[config.mk]
export PLATFORM = sky130hd
export DESIGN_NAME = spt_system_port
export DESIGN_NICKNAME = d
export VERILOG_FILES = /design/src/spt_pkg.sv /design/src/spt_system_port.sv
export VERILOG_INCLUDE_DIRS = /design/src
export SDC_FILE = /design/constraint.sdc
export NUM_CORES = 1
export LEC_CHECK = 0
export BUFFER_PORTS_ARGS = -buffer_cell sky130_fd_sc_hd__buf_2
export CAP_MARGIN = 30
export CORE_ASPECT_RATIO = 0.5
export CORE_MARGIN = 2
export CORE_UTILIZATION = 50
export CTS_CLUSTER_DIAMETER = 80
export DETAILED_ROUTE_END_ITERATION = 10
export MAX_ROUTING_LAYER = met4
export PLACE_DENSITY = 0.84
export SLEW_MARGIN = 0
export SYNTH_ARGS = -nofsm -noshare
export SYNTH_HDL_FRONTEND = slang
export SYNTH_SLANG_ARGS = --single-unit
[constraint.sdc]
create_clock -name core_clk_i -period 7.2 [get_ports core_clk_i]
set_input_delay 0.36 -clock core_clk_i [delete_from_list [all_inputs] [get_ports core_clk_i]]
set_output_delay 0.36 -clock core_clk_i [all_outputs]
set_load 0.1 [all_outputs]
[src/spt_params.svh]
`ifndef SPT_PARAMS_SVH
`define SPT_PARAMS_SVH
// Summary of operation
// class 0 for miss and block-load reads, class 1 for everything else
// interconnect keeps order inside a class; classes are independent
// each outgoing request carries a four-bit transaction-type field
// load miss sends shared read; instruction-fetch miss sends always-shared read
// store miss, store hit on shared line, rmw merge send read-to-own
// block loads send read-to-discard
// dirty victim sends writeback tied to earlier coherent read
// block store sends write-and-invalidate
// interrupt request delivers a 64-byte packet
// noncached read moves 1 to 16 bytes; 64-byte blocks use block requests
// copyback-discard keeps line state and skips store-buffer tag flush
// only slave read is forwarded noncached read; answer port id, read-ack-single
// system puts interrupt packet on data bus and tells buffer to accept
// five output wires carry reply, idle code 00000 when quiet
// non-existent-block reply when block absent, only without duplicate tags
// snoop: plain ack when present, dirty-victim ack when pending writeback
// interrupt-ack 1100 after servicing, room for one more interrupt
// noncached block read gets read-error and no data
// address or tag parity error sends fatal-error reply
// codes: fatal 0100, read error 0101, non-existent 0111
// codes: read-ack-single 1000, coherent ack 1010, dirty-victim ack 1101
// idle and fatal last one cycle, others two; class rules per reply
// system codes: slave read 1110, read ack 1010, interrupt block 1101
// multi-cycle reply held stable on every one of its cycles

// widths
`define SPT_ADDR_W      38
`define SPT_TYPE_W      4
`define SPT_SIZE_W      3

// classes
`define SPT_CLASS_READ  1'h0
`define SPT_CLASS_WRITE 1'h1

// outgoing transaction types
`define SPT_T_RDS       4'h0
`define SPT_T_RDSA      4'h1
`define SPT_T_RDO       4'h2
`define SPT_T_RDD       4'h3
`define SPT_T_WRB       4'h4
`define SPT_T_WRI       4'h5
`define SPT_T_INT       4'h6
`define SPT_T_NCRD      4'h7
`define SPT_T_NCBRD     4'h8
`define SPT_T_NCBWR     4'h9

// incoming transaction types
`define SPT_S_INV       4'h0
`define SPT_S_CPB       4'h1
`define SPT_S_CPI       4'h2
`define SPT_S_CPD       4'h3
`define SPT_S_NCRD      4'h7
`define SPT_S_NCBRD     4'h8
`define SPT_S_INT       4'h6

// transfer size codes, log2 of bytes
`define SPT_SIZE_MAX_NC 3'h4
`define SPT_SIZE_BLOCK  3'h6

// reply codes
`define SPT_R_IDLE      5'h00
`define SPT_R_FERR      4'h4
`define SPT_R_RERR      4'h5
`define SPT_R_SNACK     4'h7
`define SPT_R_RAS       4'h8
`define SPT_R_SACK      4'ha
`define SPT_R_IAK       4'hc
`define SPT_R_SACKD     4'hd

// system reply codes seen in the slave flows
`define SPT_SR_SRS      4'he
`define SPT_SR_RAS      4'ha
`define SPT_SR_SWIB     4'hd
`endif

[src/spt_pkg.sv]
package spt_pkg;
`include "spt_params.svh"

  typedef enum logic [3:0] {
    SPT_OP_LOAD_MISS,
    SPT_OP_IFETCH_MISS,
    SPT_OP_STORE_MISS,
    SPT_OP_STORE_HIT_SHARED,
    SPT_OP_RMW_MERGE,
    SPT_OP_BLOCK_LOAD,
    SPT_OP_WRITEBACK,
    SPT_OP_BLOCK_STORE,
    SPT_OP_INTERRUPT,
    SPT_OP_NC_READ,
    SPT_OP_NC_BLOCK_READ,
    SPT_OP_NC_BLOCK_WRITE
  } spt_core_op_type;

  typedef struct packed {
    logic                   valid;
    spt_core_op_type        op;
    logic [`SPT_ADDR_W-1:0] addr;
    logic [`SPT_SIZE_W-1:0] size;
  } spt_core_req_type;

  typedef struct packed {
    logic                   valid;
    logic                   cls;
    logic [`SPT_TYPE_W-1:0] ttype;
    logic [`SPT_ADDR_W-1:0] addr;
    logic [`SPT_SIZE_W-1:0] size;
  } spt_pkt_type;

  typedef struct packed {
    logic                   valid;
    logic                   cls;
    logic [`SPT_TYPE_W-1:0] ttype;
    logic [`SPT_ADDR_W-1:0] addr;
    logic                   parity;
  } spt_sys_req_type;

  typedef struct packed {
    logic                   valid;
    logic                   invalidate;
    logic                   copyback;
    logic                   keep_state;
    logic                   flush_sb_check;
    logic [`SPT_ADDR_W-1:0] addr;
  } spt_snoop_type;

  typedef struct packed {
    logic                   cls;
    logic [`SPT_TYPE_W-1:0] code;
  } spt_reply_type;

  typedef enum logic [1:0] {
    SPT_RPL_IDLE,
    SPT_RPL_SECOND
  } spt_rpl_state_type;

  typedef struct packed {
    spt_sys_req_type   in_meta;
    spt_sys_req_type   in_sync;
    logic              gnt_meta;
    logic              gnt_sync;
    logic              dtag_meta;
    logic              dtag_sync;
    spt_pkt_type       pkt;
    spt_snoop_type     snoop;
    logic              pid_load;
    logic              int_arrive;
    logic              int_pend;
    logic              int_cls;
    logic              iak_pend;
    logic              iak_cls;
    logic              ferr_pend;
    logic              rpl_pend;
    spt_reply_type     rpl_next;
    spt_reply_type     reply;
    spt_rpl_state_type rpl_state;
  } spt_state_type;
endpackage

[src/spt_system_port.sv]
`timescale 1ns/1ns
`include "spt_params.svh"
module spt_system_port
  import spt_pkg::*;
#(
  parameter logic [7:0] PORT_ID = 8'h00  // arbitrary value, set per board
) (
  input  wire logic             core_clk_i,
  input  wire logic             resetn_i,
  // request side from the cache controller
  input  wire spt_core_req_type core_req_i,
  output logic                  core_req_ready_o,
  // outgoing packet on the system address bus
  output spt_pkt_type           system_address_bus_o,
  input  wire logic             sys_grant_i,
  // incoming packet from the system controller
  input  wire spt_sys_req_type  system_address_bus_i,
  // strap: duplicate tags fitted in the system
  input  wire logic             duplicate_tags_i,
  // cache lookup for the snoop in flight
  input  wire logic             line_present_i,
  input  wire logic             victim_pending_i,
  input  wire logic             tag_parity_err_i,
  input  wire logic             int_serviced_i,
  // snoop command to the cache controller
  output spt_snoop_type         snoop_o,
  // port id to the data buffer
  output logic [7:0]            port_id_o,
  output logic                  port_id_load_o,
  output logic                  int_arrive_o,
  // five reply wires to the system
  output spt_reply_type         p_reply_o
);

  ////////////////////////////////////////////////////////////////////////
  // reset release

  logic rst_meta_q;
  logic rst_n_q;

  // async assert, release after two edges
  always_ff @(posedge core_clk_i or negedge resetn_i) begin
    if (!resetn_i) begin
      rst_meta_q <= 1'b0;
      rst_n_q    <= 1'b0;
    end else begin
      rst_meta_q <= 1'b1;
      rst_n_q    <= rst_meta_q;
    end
  end

  ////////////////////////////////////////////////////////////////////////
  // request classification

  // reads that fill the cache travel apart from writes
  function automatic logic op_class(input spt_core_op_type op);
    logic c;
    c = `SPT_CLASS_WRITE;
    unique case (op)
      SPT_OP_LOAD_MISS,
      SPT_OP_IFETCH_MISS,
      SPT_OP_STORE_MISS,
      SPT_OP_STORE_HIT_SHARED,
      SPT_OP_RMW_MERGE,
      SPT_OP_BLOCK_LOAD:     c = `SPT_CLASS_READ;
      default:               c = `SPT_CLASS_WRITE;
    endcase
    return c;
  endfunction

  // four-bit type field per core event
  function automatic logic [`SPT_TYPE_W-1:0] op_code(input spt_core_op_type op);
    logic [`SPT_TYPE_W-1:0] t;
    t = `SPT_T_NCRD;
    unique case (op)
      SPT_OP_LOAD_MISS:        t = `SPT_T_RDS;
      SPT_OP_IFETCH_MISS:      t = `SPT_T_RDSA;
      SPT_OP_STORE_MISS,
      SPT_OP_STORE_HIT_SHARED,
      SPT_OP_RMW_MERGE:        t = `SPT_T_RDO;
      SPT_OP_BLOCK_LOAD:       t = `SPT_T_RDD;
      SPT_OP_WRITEBACK:        t = `SPT_T_WRB;
      SPT_OP_BLOCK_STORE:      t = `SPT_T_WRI;
      SPT_OP_INTERRUPT:        t = `SPT_T_INT;
      SPT_OP_NC_READ:          t = `SPT_T_NCRD;
      SPT_OP_NC_BLOCK_READ:    t = `SPT_T_NCBRD;
      SPT_OP_NC_BLOCK_WRITE:   t = `SPT_T_NCBWR;
      default:                 t = `SPT_T_NCRD;
    endcase
    return t;
  endfunction

  // only single noncached reads carry a short size
  function automatic logic [`SPT_SIZE_W-1:0] op_size(input spt_core_req_type r);
    logic [`SPT_SIZE_W-1:0] s;
    s = `SPT_SIZE_BLOCK;
    if (r.op == SPT_OP_NC_READ) begin
      // oversize asks are clipped to the 16-byte ceiling
      s = (r.size > `SPT_SIZE_MAX_NC) ? `SPT_SIZE_MAX_NC : r.size;
    end
    return s;
  endfunction

  ////////////////////////////////////////////////////////////////////////
  // state

  spt_state_type st_q;
  spt_state_type st_d;
  spt_sys_req_type in_req;
  logic            addr_perr;
  logic            pkt_taken;
  logic            take_core;
  spt_reply_type   snoop_rpl;

  assign in_req    = st_q.in_sync;
  // even parity over address and check bit
  assign addr_perr = in_req.valid & (^{in_req.addr, in_req.parity});
  assign pkt_taken = st_q.pkt.valid & st_q.gnt_sync;
  // ordering in a class is kept by issuing one packet at a time
  assign take_core = core_req_i.valid & (~st_q.pkt.valid | pkt_taken);

  // snoop reply from the lookup of this cycle
  always_comb begin
    snoop_rpl.cls = in_req.cls;
    if (!line_present_i && !st_q.dtag_sync) begin
      snoop_rpl.code = `SPT_R_SNACK;
    end else if (victim_pending_i) begin
      snoop_rpl.code = `SPT_R_SACKD;
    end else begin
      snoop_rpl.code = `SPT_R_SACK;
    end
  end

  ////////////////////////////////////////////////////////////////////////
  // next state

  always_comb begin
    st_d = st_q;

    // pin inputs through two flops
    st_d.in_meta   = system_address_bus_i;
    st_d.in_sync   = st_q.in_meta;
    st_d.gnt_meta  = sys_grant_i;
    st_d.gnt_sync  = st_q.gnt_meta;
    st_d.dtag_meta = duplicate_tags_i;
    st_d.dtag_sync = st_q.dtag_meta;

    // single-cycle strobes
    st_d.snoop.valid = 1'b0;
    st_d.pid_load    = 1'b0;
    st_d.int_arrive  = 1'b0;

    // outgoing packet, held until granted
    if (pkt_taken) begin
      st_d.pkt.valid = 1'b0;
    end
    if (take_core) begin
      st_d.pkt.valid = 1'b1;
      st_d.pkt.cls   = op_class(core_req_i.op);
      st_d.pkt.ttype = op_code(core_req_i.op);
      st_d.pkt.addr  = core_req_i.addr;
      st_d.pkt.size  = op_size(core_req_i);
    end

    // reply sequencer: clears first so later sets win
    unique case (st_q.rpl_state)
      SPT_RPL_IDLE: begin
        st_d.reply = `SPT_R_IDLE;
        if (st_q.ferr_pend) begin
          st_d.reply.cls  = 1'b0;
          st_d.reply.code = `SPT_R_FERR;
          st_d.ferr_pend  = 1'b0;
        end else if (st_q.rpl_pend) begin
          st_d.reply     = st_q.rpl_next;
          st_d.rpl_pend  = 1'b0;
          st_d.rpl_state = SPT_RPL_SECOND;
        end else if (st_q.iak_pend) begin
          st_d.reply.cls  = st_q.iak_cls;
          st_d.reply.code = `SPT_R_IAK;
          st_d.iak_pend   = 1'b0;
          st_d.rpl_state  = SPT_RPL_SECOND;
        end
      end
      SPT_RPL_SECOND: begin
        // same code again, fatal waits for the end
        st_d.reply     = st_q.reply;
        st_d.rpl_state = SPT_RPL_IDLE;
      end
    endcase

    // parity faults from the bus or the tags
    if (addr_perr || tag_parity_err_i) begin
      st_d.ferr_pend = 1'b1;
    end

    // decode of a clean incoming packet
    if (in_req.valid && !addr_perr) begin
      unique case (in_req.ttype)
        `SPT_S_INV: begin
          st_d.snoop.valid          = 1'b1;
          st_d.snoop.invalidate     = 1'b1;
          st_d.snoop.copyback       = 1'b0;
          st_d.snoop.keep_state     = 1'b0;
          st_d.snoop.flush_sb_check = 1'b1;
          st_d.snoop.addr           = in_req.addr;
          st_d.rpl_pend             = 1'b1;
          st_d.rpl_next             = snoop_rpl;
        end
        `SPT_S_CPB,
        `SPT_S_CPI: begin
          st_d.snoop.valid          = 1'b1;
          st_d.snoop.invalidate     = (in_req.ttype == `SPT_S_CPI);
          st_d.snoop.copyback       = 1'b1;
          st_d.snoop.keep_state     = 1'b0;
          st_d.snoop.flush_sb_check = 1'b1;
          st_d.snoop.addr           = in_req.addr;
          st_d.rpl_pend             = 1'b1;
          st_d.rpl_next             = snoop_rpl;
        end
        `SPT_S_CPD: begin
          // discarding reader: the line keeps its state
          st_d.snoop.valid          = 1'b1;
          st_d.snoop.invalidate     = 1'b0;
          st_d.snoop.copyback       = 1'b1;
          st_d.snoop.keep_state     = 1'b1;
          st_d.snoop.flush_sb_check = 1'b0;
          st_d.snoop.addr           = in_req.addr;
          st_d.rpl_pend             = 1'b1;
          st_d.rpl_next             = snoop_rpl;
        end
        `SPT_S_NCRD: begin
          // the one slave read: hand over the port id
          st_d.pid_load      = 1'b1;
          st_d.rpl_pend      = 1'b1;
          st_d.rpl_next.cls  = in_req.cls;
          st_d.rpl_next.code = `SPT_R_RAS;
        end
        `SPT_S_NCBRD: begin
          // no data moves on a block read of the port
          st_d.rpl_pend      = 1'b1;
          st_d.rpl_next.cls  = in_req.cls;
          st_d.rpl_next.code = `SPT_R_RERR;
        end
        `SPT_S_INT: begin
          // packet data lands in the buffer alongside
          st_d.int_arrive = 1'b1;
          st_d.int_pend   = 1'b1;
          st_d.int_cls    = in_req.cls;
        end
        default: begin
          // cacheable reads of the port are left unanswered
          st_d.rpl_pend = st_d.rpl_pend;
        end
      endcase
    end

    // servicing done: one more interrupt fits
    if (int_serviced_i && st_q.int_pend) begin
      st_d.iak_pend = 1'b1;
      st_d.iak_cls  = st_q.int_cls;
      if (!(in_req.valid && !addr_perr && in_req.ttype == `SPT_S_INT)) begin
        st_d.int_pend = 1'b0;
      end
    end
  end

  ////////////////////////////////////////////////////////////////////////
  // registers

  always_ff @(posedge core_clk_i or negedge rst_n_q) begin
    if (!rst_n_q) begin
      st_q <= '0;
    end else begin
      st_q <= st_d;
    end
  end

  ////////////////////////////////////////////////////////////////////////
  // outputs

  assign core_req_ready_o     = ~st_q.pkt.valid | pkt_taken;
  assign system_address_bus_o = st_q.pkt;
  assign snoop_o              = st_q.snoop;
  assign port_id_o            = PORT_ID;
  assign port_id_load_o       = st_q.pid_load;
  assign int_arrive_o         = st_q.int_arrive;
  assign p_reply_o            = st_q.reply;

endmodule

# Yosys cells after proc, flatten, opt, wreduce, memory -nomap -nowiden
# Memory sizes are Yosys's and may differ from the RTL's.
# Cells that the tools add are included.
[totals]
ff_bits = 206
latchBits = 0
mem_bits_rw = 0
rom_bits = 64
in_bits = 99
wordCells = 118
memories = 1
[mem_list]
columns = ["name", "depth", "word_bits", "rd", "rd_clocked_by_memory_dff", "write_ports", "line_no", "text"]
rows = [
  ["(name not given)", 16, 4, 1, 0, 0, "spt_system_port.sv:75", "unique case (op)"],
]
[classes]
add_sub_neg = 0
mul = 0
div_mod_pow = 0
magnitude_cmp = 1
eq_ne = 17
shifts = 0
n_mux = 28
bitwise_logic = 5
n_reduce_logical = 26
[ops]
columns = ["op", "count"]
rows = [
  ["$pmux W43 S3", 1],
  ["$mux W47", 2],
  ["$reduce_xor A39 Y1", 1],
  ["$eq A4 B2 Y1 const B", 4],
  ["$eq A4 B3 Y1 const B", 4],
  ["$pmux W5 S3", 1],
  ["$mux W7", 2],
  ["$pmux W7 S2", 1],
  ["$mux W3", 4],
  ["$reduce_or A6 Y1", 2],
  ["$mux W1", 11],
  ["$eq A4 B1 Y1 const B", 2],
  ["$eq A4 B4 Y1 const B", 2],
  ["$logic_not A4 Y1", 2],
  ["$reduce_and A2 Y1", 4],
  ["$mux W2", 3],
  ["$mux W6", 1],
  ["$reduce_bool A2 Y1", 3],
  ["$reduce_bool A3 Y1", 2],
  ["$mux W5", 1],
  ["$logic_and A1 B1 Y1", 4],
  ["$mux W4", 1],
  ["$ne A2 B1 Y1 const B", 2],
  ["$reduce_or A4 Y1", 1],
  ["12 further kinds", 16],
]

# Longest topological paths before layout
# Gate-level depths: netlist of run 1.
[logic_depth]
ltp_word = 7
mapped_depth = 7
ltp_nobuf = 6

# Worst setup path before layout of run 1
# Ideal clock, no wire load.
[synth_timing]
kind = "register to register"
from = "register st_q[112] (netlist bit)"
to = "register st_q, in the netlist system_address_bus_o[10]"
setup_time_ns = 0.125
t_arrival_ns = 2.218
slack_ns = 4.858
stages_incl_launch_ff = 5
period_less_slack_ns = 2.342
path_cell_list = "dfrtp_1 nand2b_1 nand2_1 clkbuf_1 mux2_2"
[synth_between]
elab_chain_len = 3
[synth_rtl]
columns = ["element", "line_no", "text"]
rows = [
  ["start: declaration", "spt_system_port.sv:107", "spt_state_type st_q;"],
  ["start signal: assignment", "spt_system_port.sv:274", "st_q <= st_d;"],
  ["$and A1 B1 Y1", "spt_system_port.sv:118", "assign pkt_taken = st_q.pkt.valid & st_q.gnt_sync;"],
  ["$or A1 B1 Y1", "n/a", ""],
  ["named net core_req_ready_o", "spt_system_port.sv:12", "output logic core_req_ready_o,"],
  ["$and A1 B1 Y1", "spt_system_port.sv:120", "assign take_core = core_req_i.valid & (~st_q.pkt.valid | pkt_taken);"],
]
# The timed path passes the listed nets, and every way through them passes these cells.
# A chain may end at the register's enable or synchronous reset.

# Final worst setup path of run 1
[layout_timing]
from = "register st_q, in the netlist in_req[13]"
to = "register st_q, in the netlist snoop_o[12]"
[layout_between]
elab_chain_len = 5
word_cells_on_any_way = 6
cone_classes = "1 x mux; 1 x bitwise; 4 x reduce/logical"
[layout_rtl]
columns = ["element", "line_no", "text"]
rows = [
  ["$reduce_xor A39 Y1", "spt_system_port.sv:117", "assign addr_perr = in_req.valid & (^{in_req.addr, in_req.parity});"],
  ["$and A1 B1 Y1", "spt_system_port.sv:117", ""],
  ["$logic_not A1 Y1", "spt_system_port.sv:197", "if (in_req.valid && !addr_perr) begin"],
  ["$logic_and A1 B1 Y1", "spt_system_port.sv:197", ""],
  ["$reduce_and A2 Y1 (no line)", "n/a", ""],
]
# Parallel ways exist; a longest one is shown, timed or not. The select of a mux whose other input is x is not followed.

==> results.ini, run 1 <==
[clock_network]
clkTransAtPathRegs_ps=70
cts.root.buffer_cell=clkbuf_16
h-tree-depth=1
postCtsSetupBuffers=0
insertion_delay_ps=470
cts_made_buffers=18
cts_tree=built
clockBufferDepth=3
clock_sinks=204

[global_route]
grt_usage_pct=17.7
grt_pass1_wl_um=22800
grt.overflow.total=0
first_global_vias=4471
antenna_found_initial=0
grt_max_degree=171

[synthesis]
synth_flop_cell=dfrtp_1
ys_ff_latch=204
yosysTopAreaCellShare_pct=65.6
synthTopCellsByArea=dfrtp_1 66%, mux2_2 10%, buf_4 9.9%
synth_edf_count=0
yosysSeqAreaShare_pct=65.6
avgSynthCellArea_um2=14.6
synth.distinct_cells=37
async_flop_share_pct=100
yosysTopAreaCell=dfrtp_1
yosysWarnings=0
syn-instance-count=532
syn_area_um2=7780

[final_layout]
nets=790
final_cell_area_um2=9430
drive_gt1_share_pct=43.6
final_common_cell=dfrtp_1
utilization_pct=61.6
fin_cells=906
diodes=0
syn_to_final_growth_pct=21.2
final_cell_mix=203 x dfrtp_1, 196 x buf_2, 71 x mux2_2

[status]
status=completed

[die]
die-area_um2=16600
start_util_pct=50.9
coreArea_um2=15300
die_w_um=180
ioPinCount=205
die_height_um=92.2
row_count=32

[placed_design]
dpl.hpwl_um=9420
place_congestion=0.807
dp.cells=828
portBuffers=196
placed_cell_area_um2=8250
place_ws_ps=4090

[critical_path]
critPathMaxFanout=29
cp.arrival_ps=3440
crit_top_cell=xnor3_1
path_class=register to register
cpMaxStageDelayCell=mux2i_4
cpPeakStageDelay_ps=560
critPathLaunchType=register
critPathRequiredTime_ps=7550
cp-end-kind=register
crit_chain=xnor3_1 -> xnor3_1 -> xnor3_1 -> nand2b_1 -> mux2i_4 -> buf_4 -> mux2_2

[timing]
fin_crit_ps=3090
fin_crit_sh_pct=43.0
slew_violations=0
fin_setup_tns_ps=0
worstMarginPinSlew_ps=995
skew_ps=8.31
fmax_mhz=323
layout_setup_ws_ps=4110
setup_viol=0
finalHoldViolCount=0
rsz0062_at_grt=no
max_slew_margin_pct=33.6

[worst_hold_path]
hold_path_class=primary input to register

[routing]
drc=0
drt_iter0_drc=176
routed_wl_um=14200
first_pass_iters=5
ant_nets=0
wire_per_inst_um=15.6
num_vias=4284
via_per_inst=4.73

[power]
leakagePower_nw=4.51
p_per_area_nw_per_um2=481
ir_drop_uv=234

[flow_run]
drv_cap=0

[where the power goes]
part	internal [mW]	leakage [nW]	switching, mW	total [mW]
logic	0.379	1.75	1.54	1.92
clock network	0.712	0.345	0.407	1.12
registers	1.37	2.42	0.133	1.50
[kinds of logic (layout without fill, tap and decap cells)]
group / Yosys count / count (layout) / synth area share, %
AOI/OAI and AO/OA: 31 / 31 / 2.49
and+or+nand+nor: 49 / 49 / 2.91
other: 2 / 9 / 0.0965
buffers and inverters: 122 / 285 / 11.2
adders and majority gates: 1 / 1 / 0.161
muxes: 89 / 89 / 12.9
DFF: 204 / 204 / 65.6
xor gates and xnor gates: 34 / 34 / 4.55
[worst paths after layout]
check / startpoint / endpoint / slack, ps / cells past startpoint
worst max-delay path: in_req[13] / snoop_o[12] / 4110 / 7
worst min-delay path: system_address_bus_i[35] / st_d[149] / 30 / 1
worst max register to register: in_req[13] / snoop_o[12] / 4110 / 7
worst min register to register: rst_n_q / system_address_bus_o[46] / 270 / 0
max in group asynchronous: rst_n_q / st_d[148] / 5630 / 1
min in group asynchronous: resetn_i / rst_meta_q / 200 / 2
[stage by stage]
stage	total power [mW]	hold WS (ps)
floorplan	3.37	64.4
global placement	3.39	146
detailed placement	3.42	151
CTS	4.58	3.80
global route	4.71	0.0452
finish	4.54	27.2
[synthesized netlist by cell type, types with 2 or more instances]
master and n:
buf_4 103, nor2_1 9, mux2i_1 6, mux2_2 71
nor2b_1 2, a21oi_1 2, nand2_1 25, o21ai_0 16
and3b_1 2, xnor2_1 26, conb_1 2, clkbuf_1 7
xnor3_1 3, mux2_1 11, o31ai_1 3, buf_6 4
nand2b_1 5, xor2_1 4, a21o_1 2, a22o_1 2
inv_1 8, dfrtp_1 204
[area by class of cell]
class                      count  area (um2)
sequential                   204        5110
clock inverter                 8         170
tap                          204         255
multi-input combinational    213        1830
inverter                       8        30.0
clock buffer                  24         544
fill                        1139        5870
timing repair buffer         245        1490
[routing by layer]
layer  wire [um]  up-vias  global-route usage [%]
met3         658       36                    3.42
met5           0        -                       -
met1        5830     2159                    21.6
met2        7270      131                    30.2
met4         406        0                    5.51
li1            -     1958                       -
[sequential cells by signal (all words and copies together) (netlist names)]
| signal | flops |
|---|---|
| rst_n_q | 1 |
| in_req | 45 |
| port_id_load_o | 1 |
| system_address_bus_o | 47 |
| p_reply_o | 5 |
| rst_meta_q | 1 |
| int_arrive_o | 1 |
| st_q | 13 |
| st_d | 47 |
| snoop_o | 43 |
[critical path, delay by kind of cell (launching register included)]
kind	cells	cell delay (ps)
DFF	1	400
muxes	2	950
xor gates and xnor gates	3	910
and+or+nand+nor	1	220
buffers and inverters	1	490
[what timing repair did]
action | 4_1_cts | 5_1_grt
hold buffers | 45 | 1
gates resized for setup | 0 | 0
endpoints found under the hold margin | 46 | 1
Note: power is estimated with default switching activity, not from simulation.
==> run 2, diff against run 1 <==
==> constraint.sdc (replaced) <==
create_clock -name core_clk_i -period 3 [get_ports core_clk_i]
set_input_delay 0.15 -clock core_clk_i [delete_from_list [all_inputs] [get_ports core_clk_i]]
set_output_delay 0.15 -clock core_clk_i [all_outputs]
set_load 0.1 [all_outputs]
==> run 2 against run 1 <==
Sequential share of layout area shrank 2.4 points; critical path type unchanged; critical endpoint is now snoop_o[10]; worst setup slack worse by 3700 ps; non-clock buffer count rose by 54; final area increased by 4.7%; largest power group unchanged; sequential power grew 140%; via count is 5.3% higher; largest cell class unchanged; final cell count grew 6.2%; hold slack better by 28 ps; total power rose by 130%; maximum frequency increased by 21%; die area is the same.
==> results.ini, run 2 (synthesis gave the netlist of run 1 again) <==
[status]
status=completed  ; unchanged

[power]
ir_drop_uv=509  ; was 234 uV
fin_total_pwr_mw=10.6  ; was 4.54 mW
p_per_area_nw_per_um2=1080  ; was 481 nW/um2
leakagePower_nw=4.70  ; was 4.51 nW

[timing]
layout_setup_ws_ps=443  ; was 4110 ps
fmax_mhz=391  ; was 323 MHz
worstMarginPinSlew_ps=717  ; was 995 ps
rsz0062_at_grt=no  ; unchanged
setup_viol=0  ; unchanged
finalHoldViolCount=0  ; unchanged
skew_ps=22.7  ; was 8.31 ps
fin_crit_ps=2560  ; was 3090 ps
max_slew_margin_pct=52.2  ; was 33.6%
fin_crit_sh_pct=85.2  ; was 43.0%
fin_setup_tns_ps=0  ; unchanged
slew_violations=0  ; unchanged

[final_layout]
final_common_cell=dfrtp_1  ; unchanged
drive_gt1_share_pct=40.8  ; was 43.6%
diodes=0  ; unchanged
final_cell_area_um2=9870  ; was 9430 um2
seq_area_um2=5110  ; unchanged
fin_cells=962  ; was 906
syn_to_final_growth_pct=26.8  ; was 21.2%
nets=845  ; was 790
fillers=1106  ; was 1139
final_cell_mix=203 x dfrtp_1, 196 x buf_2, 97 x dlygate4sd3_1  ; was 203 x dfrtp_1, 196 x buf_2, 71 x mux2_2
multi_input_area_um2=1830  ; unchanged

[die]
die_w_um=180  ; unchanged
coreArea_um2=15300  ; unchanged
die-area_um2=16600  ; unchanged
start_util_pct=50.9  ; unchanged
die_height_um=92.2  ; unchanged
row_count=32  ; unchanged
ioPinCount=205  ; unchanged

[routing]
ant_nets=0  ; unchanged
drc=0  ; unchanged
drt_iter0_drc=223  ; was 176
first_pass_iters=4  ; was 5
routed_wl_um=15500  ; was 14200 um
num_vias=4509  ; was 4284
via_per_inst=4.69  ; was 4.73
wire_per_inst_um=16.1  ; was 15.6 um

[critical_path]
critPathLaunchType=register  ; unchanged
cpMaxStageDelayCell=xnor3_1  ; was mux2i_4
critPathRequiredTime_ps=3370  ; was 7550 ps
cpPeakStageDelay_ps=440  ; was 560 ps
path_class=register to register  ; unchanged
critical_path_depth=7  ; unchanged
cp.buffers_inverters=1  ; unchanged
r2r_cells=7  ; unchanged
crit_family=XOR/XNOR gates  ; was multiplexers
crit_top_cell=xnor3_1  ; unchanged
cp.arrival_ps=2930  ; was 3440 ps
crit_chain=xnor2_1 -> xnor3_1 -> xnor3_1 -> nand2b_1 -> mux2i_4 -> buf_4 -> mux2_2  ; was xnor3_1 -> xnor3_1 -> xnor3_1 -> nand2b_1 -> mux2i_4 -> buf_4 -> mux2_2
cp-end-kind=register  ; unchanged
critPathMaxFanout=24  ; was 29

[worst_hold_path]
hold_path_class=primary input to register  ; unchanged
hold_depth=3  ; was 1

[placed_design]
dp.cells=830  ; was 828
placed_cell_area_um2=8270  ; was 8250 um2
place_congestion=0.811  ; was 0.807
portBuffers=196  ; unchanged
place_ws_ps=452  ; was 4090 ps
dpl.hpwl_um=9180  ; was 9420 um

[clock_network]
cts_made_buffers=19  ; was 18
cts_tree=built  ; unchanged
insertion_delay_ps=490  ; was 470 ps
post_cts_resized=0  ; unchanged
h-tree-depth=1  ; unchanged
clock_sinks=204  ; unchanged
clockBufferDepth=3  ; unchanged
clkTransAtPathRegs_ps=70  ; about the same
cts.root.buffer_cell=clkbuf_16  ; unchanged

[global_route]
antenna_found_initial=0  ; unchanged
grt_pass1_wl_um=25000  ; was 22800 um
first_global_vias=5032  ; was 4471
grt_usage_pct=19.4  ; was 17.7%
grt.overflow.total=0  ; unchanged
grt_max_degree=78  ; was 171

[flow_run]
drv_cap=0  ; unchanged

==> run 2: through the flow <==
step / hold slack (ps) / util (%)
2_1_floorplan: -146 / -
3_3_place_gp: -63.0 / 54.0
3_5_place_dp: -60.1 / 54.0
4_1_cts: 36.0 / 64.4
5_1_grt: 58.2 / 64.5
6_report: 55.2 / 64.5
==> run 2: worst register-to-register path, stage by stage, from the launching register on <==
cell and delay, ps:
dfrtp_1 380, xnor2_1 200, xnor3_1 440, xnor3_1 310, nand2b_1 220, mux2i_4 160, buf_4 340, mux2_2 390
==> run 2: area by class of cell <==
class / instances / share of cell area (%)
Tap cell: 204 / 2.59
Inverter: 8 / 0.304
Multi-Input combinational cell: 213 / 18.5
Clock buffer: 27 / 5.73
Clock inverter: 7 / 0.456
Sequential cell: 204 / 51.8
Timing Repair Buffer: 299 / 20.6
==> run 2: path summary, 6_finish.rpt <==
path                           startpoint          end  slack (ps)
setup / recovery               in_req[22]  snoop_o[10]         440
setup reg to reg               in_req[22]  snoop_o[10]         440
hold / removal             line_present_i      st_q[8]          60
min in group asynchronous         rst_n_q    st_d[152]         380
max in group asynchronous         rst_n_q    st_d[148]        1780
hold reg to reg                 st_d[140]   in_req[26]         330
==> run 2: timing repair <==
| action | CTS | global route |
|---|---|---|
| endpoints found under the hold margin | 97 | 0 |
| buffers inserted | 0 | 0 |
| hold buffers | 97 | 0 |
==> run 2: power breakdown <==
group | internal (mW) | total [mW] | switching, mW | leakage, nW
clock | 1.32 | 2.33 | 1.01 | 0.304
sequential | 3.28 | 3.61 | 0.331 | 2.42
combinational | 0.959 | 4.67 | 3.71 | 1.98
==> run 2: per-layer routing <==
metal | part of all wire [%] | vias up | GRT usage, %
li1 | - | 2074 | -
met1 | 39 | 2271 | 22.0
met2 | 54 | 127 | 35.5
met3 | 3.9 | 37 | 3.42
met4 | 2.6 | 0 | 6.12
met5 | 0 | - | -
==> run 3, diff against run 2 <==
--- a/config.mk
+++ b/config.mk
@@ -13,6 +13,7 @@
 export CORE_UTILIZATION = 50
 export CTS_CLUSTER_DIAMETER = 80
 export DETAILED_ROUTE_END_ITERATION = 10
+export GPL_TIMING_DRIVEN = 0
 export MAX_ROUTING_LAYER = met4
 export PLACE_DENSITY = 0.84
 export SLEW_MARGIN = 0
==> run 3 against run 2 <==
Final cell count up 11%; sequential power hardly changed; via count grew 9.2%; worst setup slack worse by 89 ps; maximum frequency is 3.4% lower; hold slack worse by 30 ps; combinational power rose by 13%; clock power increased by 3%; sequential share of layout area fell by 4.0 points; non-clock buffer count is 108 higher.
==> results.ini, run 3 (synthesis gave the netlist of run 1 again) <==
[status]
status=completed  ; unchanged

[clock_network]
cts_tree=built  ; unchanged
postCtsSetupBuffers=0  ; unchanged
post_cts_resized=0  ; unchanged
clockBufferDepth=3  ; unchanged
h-tree-depth=1  ; unchanged
clock_sinks=204  ; unchanged
postCtsHoldBufs=94  ; was 97
clkTransAtPathRegs_ps=70  ; about the same
insertion_delay_ps=470  ; was 490 ps
cts.root.buffer_cell=clkbuf_16  ; unchanged
cts_made_buffers=19  ; unchanged

[power]
seq_power_share_pct=31.9  ; was 34.0%
leakagePower_nw=5.23  ; was 4.70 nW
internal_power_mw=6.16  ; was 5.56 mW
p_clk_share_pct=21.3  ; was 22.0%
ir_drop_uv=654  ; was 509 uV
p_per_area_nw_per_um2=1050  ; was 1080 nW/um2
p_switching_mw=5.12  ; was 5.05 mW
switching_share_pct=45.4  ; was 47.6%
combPwrFrac_pct=46.8  ; was 44.0%

[critical_path]
critPathLaunchType=register  ; unchanged
cp.buffers_inverters=1  ; unchanged
cp-end-kind=register  ; unchanged
cp.arrival_ps=2990  ; was 2930 ps
crit_top_cell=xnor3_1  ; unchanged
path_class=register to register  ; unchanged
r2r_cells=7  ; unchanged
r2r-start=in_req[12]  ; was in_req[22]
crit_chain=xnor3_1 -> xnor3_1 -> xnor3_1 -> nand2b_1 -> mux2i_4 -> buf_6 -> mux2_2  ; was xnor2_1 -> xnor3_1 -> xnor3_1 -> nand2b_1 -> mux2i_4 -> buf_4 -> mux2_2
critical_path_depth=7  ; unchanged
critPathRequiredTime_ps=3350  ; was 3370 ps
cpMaxStageDelayCell=xnor3_1  ; unchanged
crit_family=XOR/XNOR gates  ; unchanged
reg2reg_slack_ps=350  ; was 440 ps
worstSetupEndpoint=snoop_o[6]  ; was snoop_o[10]
cpPeakStageDelay_ps=400  ; was 440 ps
crit_path_start=in_req[12]  ; was in_req[22]
worstReg2RegEnd=snoop_o[6]  ; was snoop_o[10]
critPathMaxFanout=10  ; was 24

[timing]
skew_ps=6.60  ; was 22.7 ps
rsz0062_at_grt=no  ; unchanged
slew_violations=0  ; unchanged
finalHoldViolCount=0  ; unchanged
layout_setup_ws_ps=354  ; was 443 ps
fmax_mhz=378  ; was 391 MHz
max_slew_margin_pct=64.7  ; was 52.2%
setup_viol=0  ; unchanged
fin_crit_sh_pct=88.2  ; was 85.2%
worstMarginPinSlew_ps=514  ; was 717 ps
fin_crit_ps=2650  ; was 2560 ps
fin_setup_tns_ps=0  ; unchanged

[routing]
ant_nets=0  ; unchanged
wire_per_inst_um=15.1  ; was 16.1 um
first_pass_iters=4  ; unchanged
via_per_inst=4.60  ; was 4.69
drt_iter0_drc=164  ; was 223
num_vias=4925  ; was 4509
drc=0  ; unchanged
routed_wl_um=16200  ; was 15500 um

[placed_design]
dp.cells=942  ; was 830
dpl.hpwl_um=10000  ; was 9180 um
place_congestion=0.819  ; was 0.811
placed_cell_area_um2=9130  ; was 8270 um2
place_ws_ps=313  ; was 452 ps
portBuffers=196  ; unchanged

[final_layout]
final_cell_mix=203 x dfrtp_1, 196 x buf_2, 103 x buf_4  ; was 203 x dfrtp_1, 196 x buf_2, 97 x dlygate4sd3_1
utilization_pct=70.0  ; was 64.5%
drive_gt1_share_pct=47.5  ; was 40.8%
fin_cells=1070  ; was 962
final_common_cell=dfrtp_1  ; unchanged
nets=953  ; was 845
syn_to_final_growth_pct=37.6  ; was 26.8%
fillers=998  ; was 1106
seq_area_um2=5110  ; unchanged
multi_input_area_um2=1830  ; about the same
final_cell_area_um2=10700  ; was 9870 um2

[global_route]
grt.overflow.total=0  ; unchanged
antenna_found_initial=1  ; was 0
grt_usage_pct=20.7  ; was 19.4%
first_global_vias=5445  ; was 5032
grt_pass1_wl_um=26600  ; was 25000 um
grt_max_degree=63  ; was 78

[flow_run]
drv_cap=0  ; unchanged

[die]
row_count=32  ; unchanged
start_util_pct=50.9  ; unchanged
die_w_um=180  ; unchanged
die-area_um2=16600  ; unchanged
coreArea_um2=15300  ; unchanged
ioPinCount=205  ; unchanged
die_height_um=92.2  ; unchanged

[worst_hold_path]
hold_path_class=primary input to register  ; unchanged

run 3: cell types whose count changed in the layout (fill, tap and decap cells not counted), moves of 3 or more:
cell / previous run / this run
buf_16: 0 / 3
buf_12: 3 / 0
buf_6: 0 / 4
clkbuf_1: 2 / 9
dlygate4sd3_1: 97 / 94
buf_4: 3 / 103
run 3: routing by layer:
metal  global-route usage [%]  routed length (um)  vias to the layer above
met5                        -                   0                        -
met4                     7.46                 540                        0
met3                     3.69                 613                       48
met2                     37.2                8620                      134
met1                     23.6                6440                     2452
li1                         -                   -                     2291
run 3: final cells by class:
class | instances | share of cell area (%)
Buffer | 114 | 7.89
Clock inverter | 7 | 0.830
Inverter | 8 | 0.281
Sequential cell | 204 | 47.7
Timing Repair Buffer | 293 | 18.7
Antenna cell | 2 | 0.0468
Multi-Input combinational cell | 213 | 17.1
Clock buffer | 25 | 5.03
Tap cell | 204 | 2.39
run 3: how the worst min path moves through the flow:
stage                                 from                       end  slack (ps)  depth (start not counted)
after floorplan                   resetn_i                rst_meta_q        -150                          0
after global placement            resetn_i                rst_meta_q         -60                          1
after detailed placement          resetn_i                rst_meta_q         -60                          1
after CTS                   core_req_i[43]  system_address_bus_o[45]          10                          3
after global routing      victim_pending_i                   st_q[8]          30                          3
final                     victim_pending_i                   st_q[8]          30                          3
run 3: per-stage QoR:
stage / total power [mW] / hold slack [ps]
2_1_floorplan: 8.09 / -146
3_3_place_gp: 8.70 / -63.5
3_5_place_dp: 8.81 / -60.8
4_1_cts: 11.3 / 10.3
5_1_grt: 11.7 / 29.8
6_report: 11.3 / 25.4
run 3: tightest hold or removal path, cell delays in order:
cell and delay (ps):
buf_2 110, o21ai_0 70, a22o_1 120
run 3: power by group through the flow:
stage          registers [mW]  clock network (mW)  logic, mW
6_report                 3.59                2.41       5.28
5_1_grt                  3.66                2.61       5.47
4_1_cts                  3.59                2.47       5.28
3_5_place_dp             3.63                   0       5.18
3_3_place_gp             3.64                   0       5.06
2_1_floorplan            3.58                   0       4.51
